[config.mk]
export PLATFORM = sky130hd
export DESIGN_NAME = ilm_monitor_flat
export DESIGN_NICKNAME = d
export VERILOG_FILES = /design/src/design/ilm_pkg.sv /design/src/design/ilm_link_if.sv /design/src/design/ilm_monitor.sv /design/src/flat_wrapper.sv
export SDC_FILE = /design/constraint.sdc
export NUM_CORES = 1
export LEC_CHECK = 0
export BUFFER_PORTS_ARGS = -buffer_cell sky130_fd_sc_hd__buf_2
export CAP_MARGIN = 15
export CORE_MARGIN = 5
export CORE_UTILIZATION = 60
export CTS_CLUSTER_SIZE = 20
export DETAILED_ROUTE_END_ITERATION = 12
export GPL_ROUTABILITY_DRIVEN = 0
export PLACE_DENSITY = 0.77
export SLEW_MARGIN = 15
export SYNTH_ARGS = -nofsm -noshare
export SYNTH_HDL_FRONTEND = slang
export SYNTH_SLANG_ARGS = --single-unit
[constraint.sdc]
create_clock -name clk -period 4.85 [get_ports clk]
set_clock_uncertainty 0.1 [all_clocks]
set_input_delay 0.97 -clock clk [delete_from_list [all_inputs] [get_ports clk]]
set_output_delay 0.97 -clock clk [all_outputs]
set_load 0.005 [all_outputs]
[src/design/ilm_pkg.sv]
// constants, command codes and register layout of the event and limit monitor
// Summary of operation
// - config and conversion commands refused in automatic mode
// - pressure-only cycles paired with latest temperature
// - timer cycles with nothing scheduled are skipped
// - interrupt output only for enabled flags
// - all enable bits zero after reset
// - writing one clears that flag only
// - mask and flag command codes, bit zero ignored
// - flag bit order, crc bit one means failure
// - pressure above upper or below lower flags
// - temperature above upper or below lower flags
// - fifo full flag at 32 unread entries
// - threshold flag when unread count reaches threshold
// - flags raised at once, temperature first
// - read gives new temperature, previous pressure
// - done flag set per finished conversion
// - limits compared with upper 16 result bits
// - lower limits zero, upper limits all ones
// - compare only at end of conversion
// - one comparison per actual conversion
// - limit command codes with two-bit select
// - threshold one to thirty-one, zero disables
// - fifo of 32 pairs, first in first out
`default_nettype none
package ilm_pkg;
   localparam int DW = 16;                       // limit and result width
   localparam int FIFO_DEPTH = 32;               // pairs held
   localparam int PW = 5;                        // fifo pointer width
   localparam int RW = 4;                        // rate divider width
   // command codes, bits 7..1
   localparam logic [6:0] CMD_WR_MASK  = 7'h0c;
   localparam logic [6:0] CMD_RD_MASK  = 7'h0d;
   localparam logic [6:0] CMD_WR_FLAGS = 7'h0e;
   localparam logic [6:0] CMD_RD_FLAGS = 7'h0f;
   // bits 7..3 of limit and config commands
   localparam logic [4:0] CMD_WR_LIMIT = 5'h06;
   localparam logic [4:0] CMD_RD_LIMIT = 5'h07;
   localparam logic [4:0] CMD_WR_CFG   = 5'h04;
   localparam logic [3:0] CMD_CONV     = 4'h4;   // bits 7..4
   localparam logic [3:0] CMD_RD_ADC   = 4'h5;   // bits 7..4
   // limit select
   localparam logic [1:0] SEL_T_LOW  = 2'h0;
   localparam logic [1:0] SEL_T_HIGH = 2'h1;
   localparam logic [1:0] SEL_P_LOW  = 2'h2;
   localparam logic [1:0] SEL_P_HIGH = 2'h3;
   // flag bit positions
   localparam int FL_CRC = 7;
   localparam int FL_P_HIGH = 6;
   localparam int FL_P_LOW = 5;
   localparam int FL_T_HIGH = 4;
   localparam int FL_T_LOW = 3;
   localparam int FL_FULL = 2;
   localparam int FL_THR = 1;
   localparam int FL_DONE = 0;
   // reset values
   localparam logic [DW-1:0] LOW_RST  = 16'h0000;
   localparam logic [DW-1:0] HIGH_RST = 16'hffff;
   localparam logic [7:0]    MASK_RST = 8'h00;
   // host register offsets on the avalon side
   localparam logic [3:0] HR_WDATA  = 4'h0;
   localparam logic [3:0] HR_CMD    = 4'h4;
   localparam logic [3:0] HR_RDATA  = 4'h8;
   localparam logic [3:0] HR_STATUS = 4'hc;
   typedef enum logic [1:0] {ILM_IDLE = 2'b00, ILM_SEND = 2'b01, ILM_WAIT = 2'b11} ilm_hstate_t;
endpackage
`default_nettype wire

[src/design/ilm_link_if.sv]
// command link between host controller and monitor
`default_nettype none
interface ilm_link_if;
   logic        req;       // host holds until ack
   logic [7:0]  cmd;       // command byte
   logic [15:0] wdata;     // write data
   logic        ack;       // one-cycle answer
   logic        refused;   // with ack: command not accepted
   logic [31:0] rdata;     // with ack: read data
   logic        irq;       // interrupt level
   modport dev  (input req, cmd, wdata, output ack, refused, rdata, irq);
   modport host (output req, cmd, wdata, input ack, refused, rdata, irq);
endinterface
`default_nettype wire

[src/design/ilm_monitor.sv]
// device end: flags, mask, limits, auto scheduler and pair fifo
//
// The implementer's own choice: the Avalon-MM slave port.
`default_nettype none
module ilm_monitor
   import ilm_pkg::*;
(
   input  wire logic          clk,          // 20 MHz clock
   input  wire logic          rst_n,        // async reset, active low
   ilm_link_if.dev            link,         // command link
   input  wire logic          t_done,       // temperature conversion finished
   input  wire logic [DW-1:0] t_result,     // filtered temperature, upper bits
   input  wire logic          p_done,       // pressure conversion finished
   input  wire logic [DW-1:0] p_result,     // filtered pressure, upper bits
   input  wire logic          crc_fail,     // crc check failed level
   input  wire logic          auto_on,      // automatic mode running
   input  wire logic          auto_tick,    // automatic timer cycle pulse
   input  wire logic [RW-1:0] p_ratio,      // pressure rate divider, 0 off
   input  wire logic [RW-1:0] t_ratio,      // temperature rate divider, 0 off
   input  wire logic          fifo_on,      // fifo storage enabled
   input  wire logic          fifo_wrap,    // overwrite when full
   input  wire logic [PW-1:0] fifo_thr,     // threshold, 0 disables
   output logic               conv_p,       // start pressure pulse
   output logic               conv_t,       // start temperature pulse
   output logic               cfg_wr,       // accepted config write pulse
   output logic [DW-1:0]      cfg_data,     // config write data
   output logic [PW:0]        fifo_count    // unread pairs
);
   logic [7:0]    flags_q, mask_q;
   logic [DW-1:0] lim_q [4];
   logic [DW-1:0] t_last_q, p_last_q;
   logic [2*DW-1:0] mem [FIFO_DEPTH];
   logic [PW-1:0] wp_q, rp_q;
   logic [PW:0]   cnt_q;
   logic [RW-1:0] pdiv_q, tdiv_q;
   logic          ack_q, ref_q, irq_q, conv_p_q, conv_t_q, cfg_q;
   logic [31:0]   rdata_q;
   logic [DW-1:0] cfg_data_q;
   logic          take, push, pop, cnt_full;
   logic [7:0]    set, clr;

   function automatic logic cmd7(input logic [7:0] c, input logic [6:0] code);
      return c[7:1] == code;
   endfunction

   function automatic logic cmd5(input logic [7:0] c, input logic [4:0] code);
      return c[7:3] == code;
   endfunction

   ////////////////////////////////////////////////////////////////////////
   // command acceptance, one per ack
   assign take = link.req && !ack_q;
   assign cnt_full = cnt_q == (PW+1)'(FIFO_DEPTH);
   assign push = fifo_on && auto_on && p_done && (!cnt_full || fifo_wrap);
   assign pop  = take && link.cmd[7:4] == CMD_RD_ADC && fifo_on && cnt_q != '0;

   // answer and read data
   always_ff @(posedge clk or negedge rst_n) begin
      if (!rst_n) begin
         ack_q <= 1'b0;
         ref_q <= 1'b0;
         rdata_q <= '0;
      end else begin
         ack_q <= take;
         ref_q <= 1'b0;
         if (take) begin
            rdata_q <= '0;
            if (cmd7(link.cmd, CMD_RD_MASK))
               rdata_q <= {24'h000000, mask_q};
            else if (cmd7(link.cmd, CMD_RD_FLAGS))
               rdata_q <= {24'h000000, flags_q};
            else if (cmd5(link.cmd, CMD_RD_LIMIT))
               rdata_q <= {16'h0000, lim_q[link.cmd[2:1]]};
            else if (pop)
               rdata_q <= mem[rp_q];
            else if (link.cmd[7:4] == CMD_RD_ADC)
               rdata_q <= {p_last_q, t_last_q};
            if (auto_on && (cmd5(link.cmd, CMD_WR_CFG) || link.cmd[7:4] == CMD_CONV))
               ref_q <= 1'b1;
         end
      end
   end

   // accepted config writes leave on the user side
   always_ff @(posedge clk or negedge rst_n) begin
      if (!rst_n) begin
         cfg_q <= 1'b0;
         cfg_data_q <= '0;
      end else begin
         cfg_q <= take && !auto_on && cmd5(link.cmd, CMD_WR_CFG);
         if (take && !auto_on && cmd5(link.cmd, CMD_WR_CFG))
            cfg_data_q <= link.wdata;                     // refused data never leaves
      end
   end

   ////////////////////////////////////////////////////////////////////////
   // mask register, zero from reset
   always_ff @(posedge clk or negedge rst_n) begin
      if (!rst_n)
         mask_q <= MASK_RST;
      else if (take && cmd7(link.cmd, CMD_WR_MASK))
         mask_q <= link.wdata[7:0];
   end

   // limit registers
   always_ff @(posedge clk or negedge rst_n) begin
      if (!rst_n) begin
         lim_q[SEL_T_LOW]  <= LOW_RST;
         lim_q[SEL_T_HIGH] <= HIGH_RST;
         lim_q[SEL_P_LOW]  <= LOW_RST;
         lim_q[SEL_P_HIGH] <= HIGH_RST;
      end else if (take && cmd5(link.cmd, CMD_WR_LIMIT)) begin
         lim_q[link.cmd[2:1]] <= link.wdata;
      end
   end

   // latest results
   always_ff @(posedge clk or negedge rst_n) begin
      if (!rst_n) begin
         t_last_q <= '0;
         p_last_q <= '0;
      end else begin
         if (t_done)
            t_last_q <= t_result;
         if (p_done)
            p_last_q <= p_result;
      end
   end

   ////////////////////////////////////////////////////////////////////////
   // flag events, compared once at each end of conversion
   always_comb begin
      set = '0;
      set[FL_CRC]    = crc_fail;
      set[FL_P_HIGH] = p_done && p_result > lim_q[SEL_P_HIGH];
      set[FL_P_LOW]  = p_done && p_result < lim_q[SEL_P_LOW];
      set[FL_T_HIGH] = t_done && t_result > lim_q[SEL_T_HIGH];
      set[FL_T_LOW]  = t_done && t_result < lim_q[SEL_T_LOW];
      set[FL_FULL]   = push && !pop && cnt_q == (PW+1)'(FIFO_DEPTH - 1);
      set[FL_THR]    = push && fifo_thr != '0 && !pop
                       && cnt_q + 1'b1 == {1'b0, fifo_thr};
      set[FL_DONE]   = t_done || p_done;
      clr = (take && cmd7(link.cmd, CMD_WR_FLAGS)) ? link.wdata[7:0] : 8'h00;
   end

   // sticky flags, set beats clear
   always_ff @(posedge clk or negedge rst_n) begin
      if (!rst_n)
         flags_q <= '0;
      else
         flags_q <= (flags_q & ~clr) | set;
   end

   // interrupt level
   always_ff @(posedge clk or negedge rst_n) begin
      if (!rst_n)
         irq_q <= 1'b0;
      else
         irq_q <= |(flags_q & mask_q);
   end

   ////////////////////////////////////////////////////////////////////////
   // automatic scheduler, per-ratio countdowns
   always_ff @(posedge clk or negedge rst_n) begin
      if (!rst_n) begin
         pdiv_q <= '0;
         tdiv_q <= '0;
         conv_p_q <= 1'b0;
         conv_t_q <= 1'b0;
      end else begin
         conv_p_q <= 1'b0;
         conv_t_q <= 1'b0;
         if (!auto_on) begin
            pdiv_q <= '0;
            tdiv_q <= '0;
         end else if (auto_tick) begin
            // no pulse at all when neither is due
            conv_p_q <= p_ratio != '0 && pdiv_q == '0;
            conv_t_q <= t_ratio != '0 && tdiv_q == '0;
            pdiv_q <= (pdiv_q == '0) ? p_ratio - 1'b1 : pdiv_q - 1'b1;
            tdiv_q <= (tdiv_q == '0) ? t_ratio - 1'b1 : tdiv_q - 1'b1;
         end
      end
   end

   ////////////////////////////////////////////////////////////////////////
   // pair storage
   always_ff @(posedge clk) begin
      if (push)
         mem[wp_q] <= {p_result, t_done ? t_result : t_last_q};
   end

   // pointers and count
   always_ff @(posedge clk or negedge rst_n) begin
      if (!rst_n) begin
         wp_q <= '0;
         rp_q <= '0;
         cnt_q <= '0;
      end else if (!fifo_on) begin
         wp_q <= '0;
         rp_q <= '0;
         cnt_q <= '0;
      end else begin
         if (push)
            wp_q <= wp_q + 1'b1;
         if (pop || (push && cnt_full))
            rp_q <= rp_q + 1'b1;
         if (push && !pop && !cnt_full)
            cnt_q <= cnt_q + 1'b1;
         else if (pop && !push)
            cnt_q <= cnt_q - 1'b1;
      end
   end

   assign link.ack     = ack_q;
   assign link.refused = ref_q;
   assign link.rdata   = rdata_q;
   assign link.irq     = irq_q;
   assign conv_p       = conv_p_q;
   assign conv_t       = conv_t_q;
   assign cfg_wr       = cfg_q;
   assign cfg_data     = cfg_data_q;
   assign fifo_count   = cnt_q;
endmodule
`default_nettype wire

[src/flat_wrapper.sv]
// flat-port wrapper written by rule: the top's interface ports become plain ports
module ilm_monitor_flat import ilm_pkg::*;
  (clk, rst_n, t_done, t_result, p_done, p_result, crc_fail, auto_on, auto_tick, p_ratio, t_ratio, fifo_on, fifo_wrap, fifo_thr, conv_p, conv_t, cfg_wr, cfg_data, fifo_count, link_req, link_cmd, link_wdata, link_ack, link_refused, link_rdata, link_irq);
  ilm_link_if link_i ();
  input  wire logic clk;
  input  wire logic rst_n;
  input  wire logic t_done;
  input  wire logic [DW-1:0] t_result;
  input  wire logic p_done;
  input  wire logic [DW-1:0] p_result;
  input  wire logic crc_fail;
  input  wire logic auto_on;
  input  wire logic auto_tick;
  input  wire logic [RW-1:0] p_ratio;
  input  wire logic [RW-1:0] t_ratio;
  input  wire logic fifo_on;
  input  wire logic fifo_wrap;
  input  wire logic [PW-1:0] fifo_thr;
  output logic conv_p;
  output logic conv_t;
  output logic cfg_wr;
  output logic [DW-1:0] cfg_data;
  output logic [PW:0] fifo_count;
  input wire logic [$bits(link_i.req)-1:0] link_req;
  input wire logic [$bits(link_i.cmd)-1:0] link_cmd;
  input wire logic [$bits(link_i.wdata)-1:0] link_wdata;
  output wire logic [$bits(link_i.ack)-1:0] link_ack;
  output wire logic [$bits(link_i.refused)-1:0] link_refused;
  output wire logic [$bits(link_i.rdata)-1:0] link_rdata;
  output wire logic [$bits(link_i.irq)-1:0] link_irq;
  assign link_i.req = link_req;
  assign link_i.cmd = link_cmd;
  assign link_i.wdata = link_wdata;
  assign link_ack = link_i.ack;
  assign link_refused = link_i.refused;
  assign link_rdata = link_i.rdata;
  assign link_irq = link_i.irq;
  ilm_monitor u_core (.clk(clk), .rst_n(rst_n), .link(link_i), .t_done(t_done), .t_result(t_result), .p_done(p_done), .p_result(p_result), .crc_fail(crc_fail), .auto_on(auto_on), .auto_tick(auto_tick), .p_ratio(p_ratio), .t_ratio(t_ratio), .fifo_on(fifo_on), .fifo_wrap(fifo_wrap), .fifo_thr(fifo_thr), .conv_p(conv_p), .conv_t(conv_t), .cfg_wr(cfg_wr), .cfg_data(cfg_data), .fifo_count(fifo_count));
endmodule
# ---- Word level (Yosys, flattened, before mapping)
# Memories as Yosys holds them, arrays and structs flattened.
# Index checks and enable logic that the tools add are counted.
dict set report op_classes {
  div_mod_pow 0
  n_mux 34
  eq_ne 16
  n_reduce_logical 44
  order_cmp 6
  bitwise_logic 5
  n_mul 0
  n_addsub 8
  shift 0
}
# cell n
set op_table {}
lappend op_table {{two-way mux 32 bit} 5}
lappend op_table {{bitwise mux 64 bit} 1}
lappend op_table {{two-way mux 16 bit} 4}
lappend op_table {{binary-select mux 16 bit (select 2 bit)} 1}
lappend op_table {{demux 16 bit (select 2 bit)} 1}
lappend op_table {{greater-than comparator 16 bit} 2}
lappend op_table {{less-than comparator 16 bit} 2}
lappend op_table {{equality test 7 x 4 -> 1 bit (second input constant)} 4}
lappend op_table {{logical AND 1 bit} 28}
lappend op_table {{two-way mux 4 bit} 6}
lappend op_table {{two-way mux 5 bit} 4}
lappend op_table {{two-way mux 6 bit} 3}
lappend op_table {{bitwise AND 8 bit} 2}
lappend op_table {{subtractor 4 x 1 -> 4 bit (second input constant)} 4}
lappend op_table {{equality test 5 x 3 -> 1 bit (second input constant)} 3}
lappend op_table {{adder 5 x 1 -> 5 bit (second input constant)} 2}
lappend op_table {{equality test 4 x 3 -> 1 bit (second input constant)} 2}
lappend op_table {{logical NOT 4 bit} 2}
lappend op_table {{two-way mux 1 bit} 8}
lappend op_table {{two-way mux 8 bit} 1}
lappend op_table {{NOT 8 bit} 1}
lappend op_table {{bitwise OR 8 bit} 1}
lappend op_table {{nonzero test 4 bit} 2}
lappend op_table {{OR reduction 8 bit} 1}
lappend op_table {{14 further kinds} 23}
dict set report word_totals {
  ramBits 1024
  word_cells 135
  out_inout_bits 60
  romBits 0
  reg_bits 190
  latch_bits 0
  mem_count 1
  inputBits 79
}
# name words word_bits read_ports rd_clocked_by_memory_dff write_ports line
set mem_list {}
lappend mem_list {u_core.mem 32 32 1 0 1 ilm_monitor.sv:32} ;# logic [2*DW-1:0] mem [FIFO_DEPTH];

# ---- Depth between registers and ports, before layout
# Gate-level depths: netlist (run 1).
dict set report logic_depth {
  ltp_word 10
  depth_mapped 10
  ltp_nobuf 7
}

# ---- Worst setup path before layout (run 1)
# No wires, ideal clock.
dict set report synth_path {
  path_type {register -> register}
  startpoint {reg u_core.cnt_q[0], in the netlist u_core.fifo_count[0]}
  endpoint {mem u_core.mem[31][0] in the netlist's numbering, enable pin}
  required_time_ps 4329
  stages_incl_launch_ff 8
  setup_ps 421
  arrival_ps 3333
  period_less_slack_ps 3854
  slack_ps 996
  path_cell_list {dfrtp_1 > clkbuf_1 > inv_1 > ha_1 > nor4b_4 > a31oi_1 > nand2_1 > nor2_1}
}
dict set report synth_between {
  elab_chain_len 6
}
# item line
set synth_lines {}
lappend synth_lines {{start, declared} ilm_monitor.sv:34} ;# logic [PW:0] cnt_q;
lappend synth_lines {{start signal, assigned} ilm_monitor.sv:209} ;# cnt_q <= cnt_q + 1'b1;
lappend synth_lines {{start signal, assigned} ilm_monitor.sv:211} ;# cnt_q <= cnt_q - 1'b1;
lappend synth_lines {{equality test 6 bit} ilm_monitor.sv:53} ;# assign cnt_full = cnt_q == (PW+1)'(FIFO_DEPTH);
lappend synth_lines {{logical NOT 1 bit} ilm_monitor.sv:54} ;# assign push = fifo_on && auto_on && p_done && (!cnt_full || fifo_wrap);
lappend synth_lines {{logical OR 1 bit} ilm_monitor.sv:54}
lappend synth_lines {{logical AND 1 bit} ilm_monitor.sv:54}
lappend synth_lines {{two-way mux 1 bit} ilm_monitor.sv:189} ;# if (push)
lappend synth_lines {{two-way mux 1 bit} ilm_monitor.sv:190} ;# mem[wp_q] <= {p_result, t_done ? t_result : t_last_q};
lappend synth_lines {{end, declared} ilm_monitor.sv:32}
# No other way between the ends.

# ---- Final worst setup path (run 1)
dict set report layout_path {
  startpoint {reg u_core.cnt_q[0], in the netlist u_core.fifo_count[0]}
  endpoint {mem u_core.mem[31][16] in the netlist's numbering, enable pin}
}
# The elaborated chain is that of the path after synthesis.

==> flow_results.org, run 1 <==
** STA
- The final hold violation count came to 0.
- Sum of negative setup slack :: 0 ns
- Fmax :: a little under 300 MHz
- For the pin with the worst max-slew slack, the measured transition is approximately 1.0 ns.
- The final-report max-slew violation count is 0.
- Relative max-transition margin :: a little under a third
- RSZ-0062 raised after global routing :: no
- Final worst-path cycle share :: 71.29%
- Post-route minimum period :: 3.458 ns
- Setup-violating endpoint count in the final report :: 0

** Floorplanning
- Width of the die :: 296.0 um
- Count of pins on the block boundary :: 139
- The floorplan has around 100 rows.
- The die covers slightly below 90000 sq um.
- Total core area :: 80810 sq um
- Floorplan die height :: 296.0 um
- The initial utilization of the core area, before any placement, comes to about 60%.

** Logic synthesis
- Number of standard cells after synthesis :: about 2500
- The average instance in the mapped netlist occupies around 19 sq um.
- Ys Warns :: 0
- Netlist area before placement :: 49080 sq um
- Dominant synthesized flop cell :: edfxtp_1
- In this run, synthesis produced a sequential element count of between 1000 and 1500.
- Leading cell type by number of instances after synthesis :: edfxtp_1
- Sequential cells were found to cover between 70% and 80% of the synthesized design area.
- Number of distinct library cells after synthesis :: 75
- The synthesized design devotes to its leading area cell type a little over three fifths of total area.
- The number of nets handed over by synthesis was 2694.
- By area the synthesized netlist is led by edfxtp_1 63%, mux4_2 13%, dfrtp_1 8.1%.
- Largest area contributor in the synthesized netlist :: edfxtp_1
- Number of enable-type register cells in the synthesized netlist :: approximately 1000
- Of all flip-flops after synthesis, the portion carrying an async set or reset was 15.65%.
- Top cells by instance count after synthesis :: 1024 x edfxtp_1, 274 x mux4_2, 158 x dfrtp_1

** Clocking
- Clock tree from TritonCTS :: yes
- After clock tree synthesis, the clock-pin slew on the worst setup and hold paths is ~0.060 ns.
- Buffers added to address setup during post-CTS repair amount to 0.
- Buffer cell driving the clock tree root :: clkbuf_16
- # resized after CTS :: 0
- Number of CTS-inserted buffers :: around 120
- Clock latency reported for the late side of the worst-skew pair :: ~0.70 ns
- The clock passes through at most 3 buffers.
- Quantity of hold-fixing buffers added after cts :: 0
- CTS H-tree lvls :: 3
- Number of clock sinks :: around 1200

** Global route
- Largest net degree at the start of global routing :: 97
- For this run, the total global-route usage over all layers was measured as a little under a third.
- Total global routing overflow :: 0
- Wire length of the first global-routing pass :: approximately 190000 um
- The initial antenna violation count came to 3.
- Via count of the first global-routing pass :: approximately 28000

** Power
- In this run the power density over the cells is approximately 390 nW/um^2.
- Leakage power total :: around 19 nW
- VDD sags by at most ~0.44 mV.

** Worst setup path
- STA puts the critical path data required time at between 5 and 6 ns.
- Max FO, Critical Path :: 22
- STA classifies the critical path startpoint as a flop.
- Arrival @ worst endpoint :: 3.68 ns
- STA classifies the critical path endpoint as a flop.
- The setup path with the least slack is of type flop to flop.

** Flow run
- Count of maximum capacitance violations :: 0

** Cells and area
- Fin nets :: approximately 2900
- In the final layout, the share of cells above drive strength 1 is a little under a third.
- Post-layout utilization of the core :: about 70%
- From synthesis to final layout, the design area changed by 13.22%.

** Drt
- The pre-antenna-repair detailed-routing pass consisted of 8 iterations.
- DR DRC count :: 0
- Number of DRC violations after detailed-routing iteration 0 :: roughly 3600
- Dividing the detail-routed wire length by the instance count gives around 33 um.
- Summed over all layers, the routed wires come to ~130000 um.
- Vias per Instance :: around 6.9
- The routed layout has about 27000 vias.
- Remaining number of nets flagged by the antenna check after routing :: 0

** Status
- The run finished with clean final reports.

** Hold path
- Worst min-delay path class :: input pin to asynchronous set/reset pin

** Placement
- Detailed placement finished with a half-perimeter wire length of approximately 76000 um.
- Count of input and output buffers :: approximately 140
[layer usage]
layer  vias up  wire (um)  global-route usage [%]
met3       332      15680                   7.339
met1     14126      46070                   40.36
met2      1992      64040                   49.65
li1      10842          -                       -
met4         2       4851                   10.26
met5         -         40                  0.4336
[path summary, 6_finish.rpt]
check | start | endpoint | slack (ns) | cells past startpoint
worst max-delay path | u_core.fifo_count[0] | u_core.mem[31][16] | 1.39 | 8
worst min-delay path | rst_n | u_core.link.rdata[29] | 0.25 | 1
worst max register to register | u_core.fifo_count[0] | u_core.mem[31][16] | 1.39 | 8
worst min register to register | u_core.cfg_data[12] | u_core.cfg_data[12] | 0.38 | 1
max in group asynchronous | rst_n | u_core.rp_q[0] | 3.24 | 2
min in group clk | crc_fail | u_core.flags_q[7] | 0.38 | 2
[registers in the layout (all words and copies together), names as in the netlist, 4 cells and up]
register / count
u_core.mem: 1024
u_core.lim_q: 64
u_core.link.rdata: 32
u_core.cfg_data: 16
u_core.p_last_q: 16
u_core.t_last_q: 16
u_core.flags_q: 8
u_core.mask_q: 8
u_core.fifo_count: 6
u_core.rp_q: 5
u_core.wp_q: 5
u_core.pdiv_q: 4
u_core.tdiv_q: 4
[where the power goes]
part	internal, W	switching [W]
logic	0.000332	0.000621
registers	0.0115	0.000101
clock network	0.00524	0.00388
total	0.0171	0.00460
[area by class of cell]
cell class / instances / area, sq um
repair buffers: 227 / 1595
inverters: 82 / 307.8
flip-flops and latches: 1214 / 35550
diodes: 1 / 2.502
multi-input cells: 1124 / 12910
well taps: 1060 / 1326
clock buffers: 163 / 3222
fillers: 4775 / 25240
clock inverters: 58 / 645.6
[worst max-delay path, cell delays in order (launching register included)]
cell and delay [ns]:
dfrtp_1 0.54, inv_1 0.13, ha_1 0.24, nor4b_4 0.16, a31oi_1 0.53, nand2_1 0.12, buf_4 0.25, nor2_4 0.50
buf_4 0.49
[cell usage in the layout (no fill, tap or decap), types with 70 or more instances in the layout]
cell and instances:
a22oi_1 70, buf_2 136, buf_4 72, clkbuf_16 118, dfrtp_1 154, edfxtp_1 1024, ha_1 71, inv_1 81
mux2_2 130, mux4_2 274, nand2_1 131
[through the flow]
| stage | std cells | worst slack, ns | cell area, sq um | hold slack, ns | total power [W] |
|---|---|---|---|---|---|
| floorplan | 2544 | 0.9955 | 49080 | 0.3627 | 0.01233 |
| global placement | 3707 | 1.261 | 51690 | 0.3682 | 0.01272 |
| detailed placement | 3707 | 1.222 | 51690 | 0.3754 | 0.01279 |
| CTS | 3928 | 1.434 | 55550 | 0.2880 | 0.02177 |
| global route | 3928 | 1.257 | 55560 | 0.3204 | 0.02239 |
| finish | 3929 | 1.392 | 55560 | 0.2496 | 0.02171 |
[cell families (layout without fill, tap and decap cells)]
logic type	after synthesis	in the layout	share of synthesized area [%]
other	0	1	0
adder cells (fa/ha/maj)	71	71	1.810
buffers and inverters	206	530	1.851
flip-flops	1214	1214	72.43
AND/OR/NAND/NOR	324	324	3.233
XOR/XNOR	14	14	0.2499
multiplexers	448	448	16.50
AO/OA/AOI/OAI	267	267	3.931
No activity file was read; power rests on OpenSTA's default activity.
==> run 2: changes to the inputs <==
==> constraint.sdc (replaced) <==
create_clock -name clk -period 3.6 [get_ports clk]
set_clock_uncertainty 0.1 [all_clocks]
set_input_delay 0.72 -clock clk [delete_from_list [all_inputs] [get_ports clk]]
set_output_delay 0.72 -clock clk [all_outputs]
set_load 0.005 [all_outputs]
==> flow_results.org, run 2 (synthesized netlist as in run 1, its figures left out) <==
** Status
- The flow ran to the end, and the final reports show no timing, DRC or antenna violations.

** Global route
- M1 GR Usage :: 40.59%
- The initial antenna violation count was 10.
- Via count of the first global-routing pass :: about 29000
- Largest net degree at the start of global routing :: 74
- Busiest grt layer :: met2
- For this run, global-route usage on met3 was measured as slightly below 8%.
- For this run, the total global-route usage over all layers was measured as 30.80%.
- The first global-routing pass estimated 193800 um of wire.
- GR Layer Usage met2 :: between 50% and 60%
- For this run the aggregate overflow at the end of global routing stands at 0.

** Cells and area
- Max FFs per register :: about 1000
- The top cell types in the final layout, fill and taps aside, are 1024 x edfxtp_1, 274 x mux4_2, 154 x dfrtp_1, 136 x buf_2, 131 x nand2_1.
- After the flow finishes, the layout carries non-filler instances totaling roughly 4000.
- More flip-flops sit in one register than any other, and that register is u_core.mem.
- The library cell used most frequently in the layout, excluding fill and tap cells, is edfxtp_1.
- The post-route netlist has about a third of its cells at a drive strength greater than 1.
- Cells fill between 60% and 70% of the core in the end.
- After the last flow step, the layout net total stands at 2955.
- Area grow syn2layout :: 13.92%

** Floorplanning
- The initialized floorplan defines 104 standard-cell rows.
- For this configuration, the core starts out at a cell density of about three fifths.
- Floorplan die height :: ~300 um
- Width of the die :: slightly below 300 um
- Total core area :: 80810 sq um
- The die covers approximately 88000 sq um.
- Count of pins on the block boundary :: around 140

** Drt
- First-pass iteration count of the detailed router :: 8
- Remaining number of nets flagged by the antenna check after routing :: 0
- Total routed wirelength :: approximately 130000 um
- Routed length per placed instance :: between 30 and 40 um
- DR DRC count :: 0
- Vias per Instance :: about 7.0
- Number of DRC violations after detailed-routing iteration 0 :: approximately 3800
- Total vias in the final route :: around 28000

** STA
- The worst pin sits at a relative slew slack of 31.43%.
- Least-Margin Pin Slew :: roughly 1.0 ns
- Final count of hold timing violations :: 0
- The final-report max-slew violation count came to 0.
- Final worst-path cycle share :: between 90 and 100%
- Based on the critical path, the design can be clocked at up to 300.7 MHz.
- Setup-violating endpoint count in the final report :: 0
- Post-route minimum period :: between 3 and 4 ns
- Crit path setup slack, layout :: 0.2747 ns
- WHS :: slightly above 0.1 ns
- Setup repair after global routing left no endpoint under its margin.

** Worst setup path
- Required time reported for the critical path endpoint :: ~3.9 ns
- At the worst endpoint, the arrival time is ~3.6 ns.
- The critical path in this run is classified as flop to flop.
- STA classifies the critical path endpoint as a flop.
- Max FO, Critical Path :: 13
- Startpoint kind of the worst setup timing path :: flop

** Clocking
- Counting along the longest clock path gives a buffer depth of 3.
- CTS H-tree lvls :: 3
- Buffers inserted during clock tree synthesis total ~110.
- Clock slew at the register clock pins of the worst setup and hold paths :: approximately 0.07 ns
- Clock latency reported for the late side of the worst-skew pair :: 0.70 ns
- # resized after CTS :: 0
- TritonCTS built the clock tree.
- Number of clock sinks :: ~1200
- The tree is rooted in a clkbuf_16.

** Power
- Leakage power total :: 18.86 nW
- Clock power share :: approximately two fifths
- Power density cells :: slightly above 500 nW/um^2
- Net switching component of the power :: 0.006212 W
- Combinational logic burns about 4.6% of the power.
- Sequential power share :: between 50% and 60%
- Internal power comes to 0.02267 W.
- Post-layout power :: roughly 0.029 W
- Net switching is 21.51% of the power.
- The worst-case IR drop observed on VDD is 0.3646 mV.

** Placement
- Total half-perimeter wirelength after legalization and detailed placement :: between 80000 and 90000 um
- Placed Instances :: 3748
- Count of input and output buffers :: ~140
- Timing analysis after detailed placement gives a worst setup slack of approximately 0.37 ns.

** Flow run
- Max-cap violations in this run came to 0.

** Hold path
- The min-delay analysis places its worst path in the category input pin to flop.
==> run 2: routing by layer <==
layer / share of wire [%] / vias to the layer above
met1: 34 / 14233
met2: 49 / 2099
met5: 0.064 / -
li1: - / 10917
met3: 12 / 358
met4: 4.4 / 10
==> run 2: power by group through the flow <==
stage	Clock (W)	Combinational (W)	Sequential (W)
2_1_floorplan	0	0.000685	0.0159
3_3_place_gp	0	0.00121	0.0160
3_5_place_dp	0	0.00129	0.0160
4_1_cts	0.0120	0.00131	0.0157
5_1_grt	0.0126	0.00143	0.0157
6_report	0.0119	0.00132	0.0157
==> run 2: path summary, 6_finish.rpt <==
kind | startpoint | slack (ns) | cells past startpoint | to
setup / recovery | u_core.fifo_count[0] | 0.27 | 8 | u_core.mem[6][29]
hold / removal | crc_fail | 0.10 | 2 | u_core.flags_q[7]
setup reg to reg | u_core.fifo_count[0] | 0.27 | 8 | u_core.mem[6][29]
hold reg to reg | u_core.cfg_data[13] | 0.40 | 1 | u_core.cfg_data[13]
max in group asynchronous | rst_n | 1.94 | 3 | u_core.lim_q[7]
min in group asynchronous | rst_n | 0.52 | 2 | u_core.cfg_data[15]
==> run 2: cell type report <==
| type | instances | area (sq um) |
|---|---|---|
| Antenna cell | 4 | 10.01 |
| Fill cell | 4798 | 24900 |
| Tap cell | 1060 | 1326 |
| Clock inverter | 64 | 525.5 |
| Timing Repair Buffer | 269 | 2088 |
| Clock buffer | 153 | 3191 |
| Inverter | 82 | 307.8 |
| Multi-Input combinational cell | 1124 | 12900 |
| Sequential cell | 1214 | 35550 |
==> run 2: critical path: stages (launching register included) <==
cell and delay (ns):
dfrtp_1 0.54, inv_1 0.14, ha_1 0.24, nor4b_4 0.17
a31oi_1 0.62, nand2_1 0.18, buf_4 0.26, nor2_4 0.50
buf_12 0.25
==> run 2: timing repair <==
item	CTS	global route
buffers inserted	0	0
hold buffers	1	0
hold endpoints to repair	47	0
==> run 2: stage by stage <==
step / TNS, ns / cell area, sq um
6_report: 0 / 55910
5_1_grt: 0 / 55900
4_1_cts: 0 / 55900
3_5_place_dp: 0 / 52170
3_3_place_gp: 0 / 52170
2_1_floorplan: -219.78 / 49080
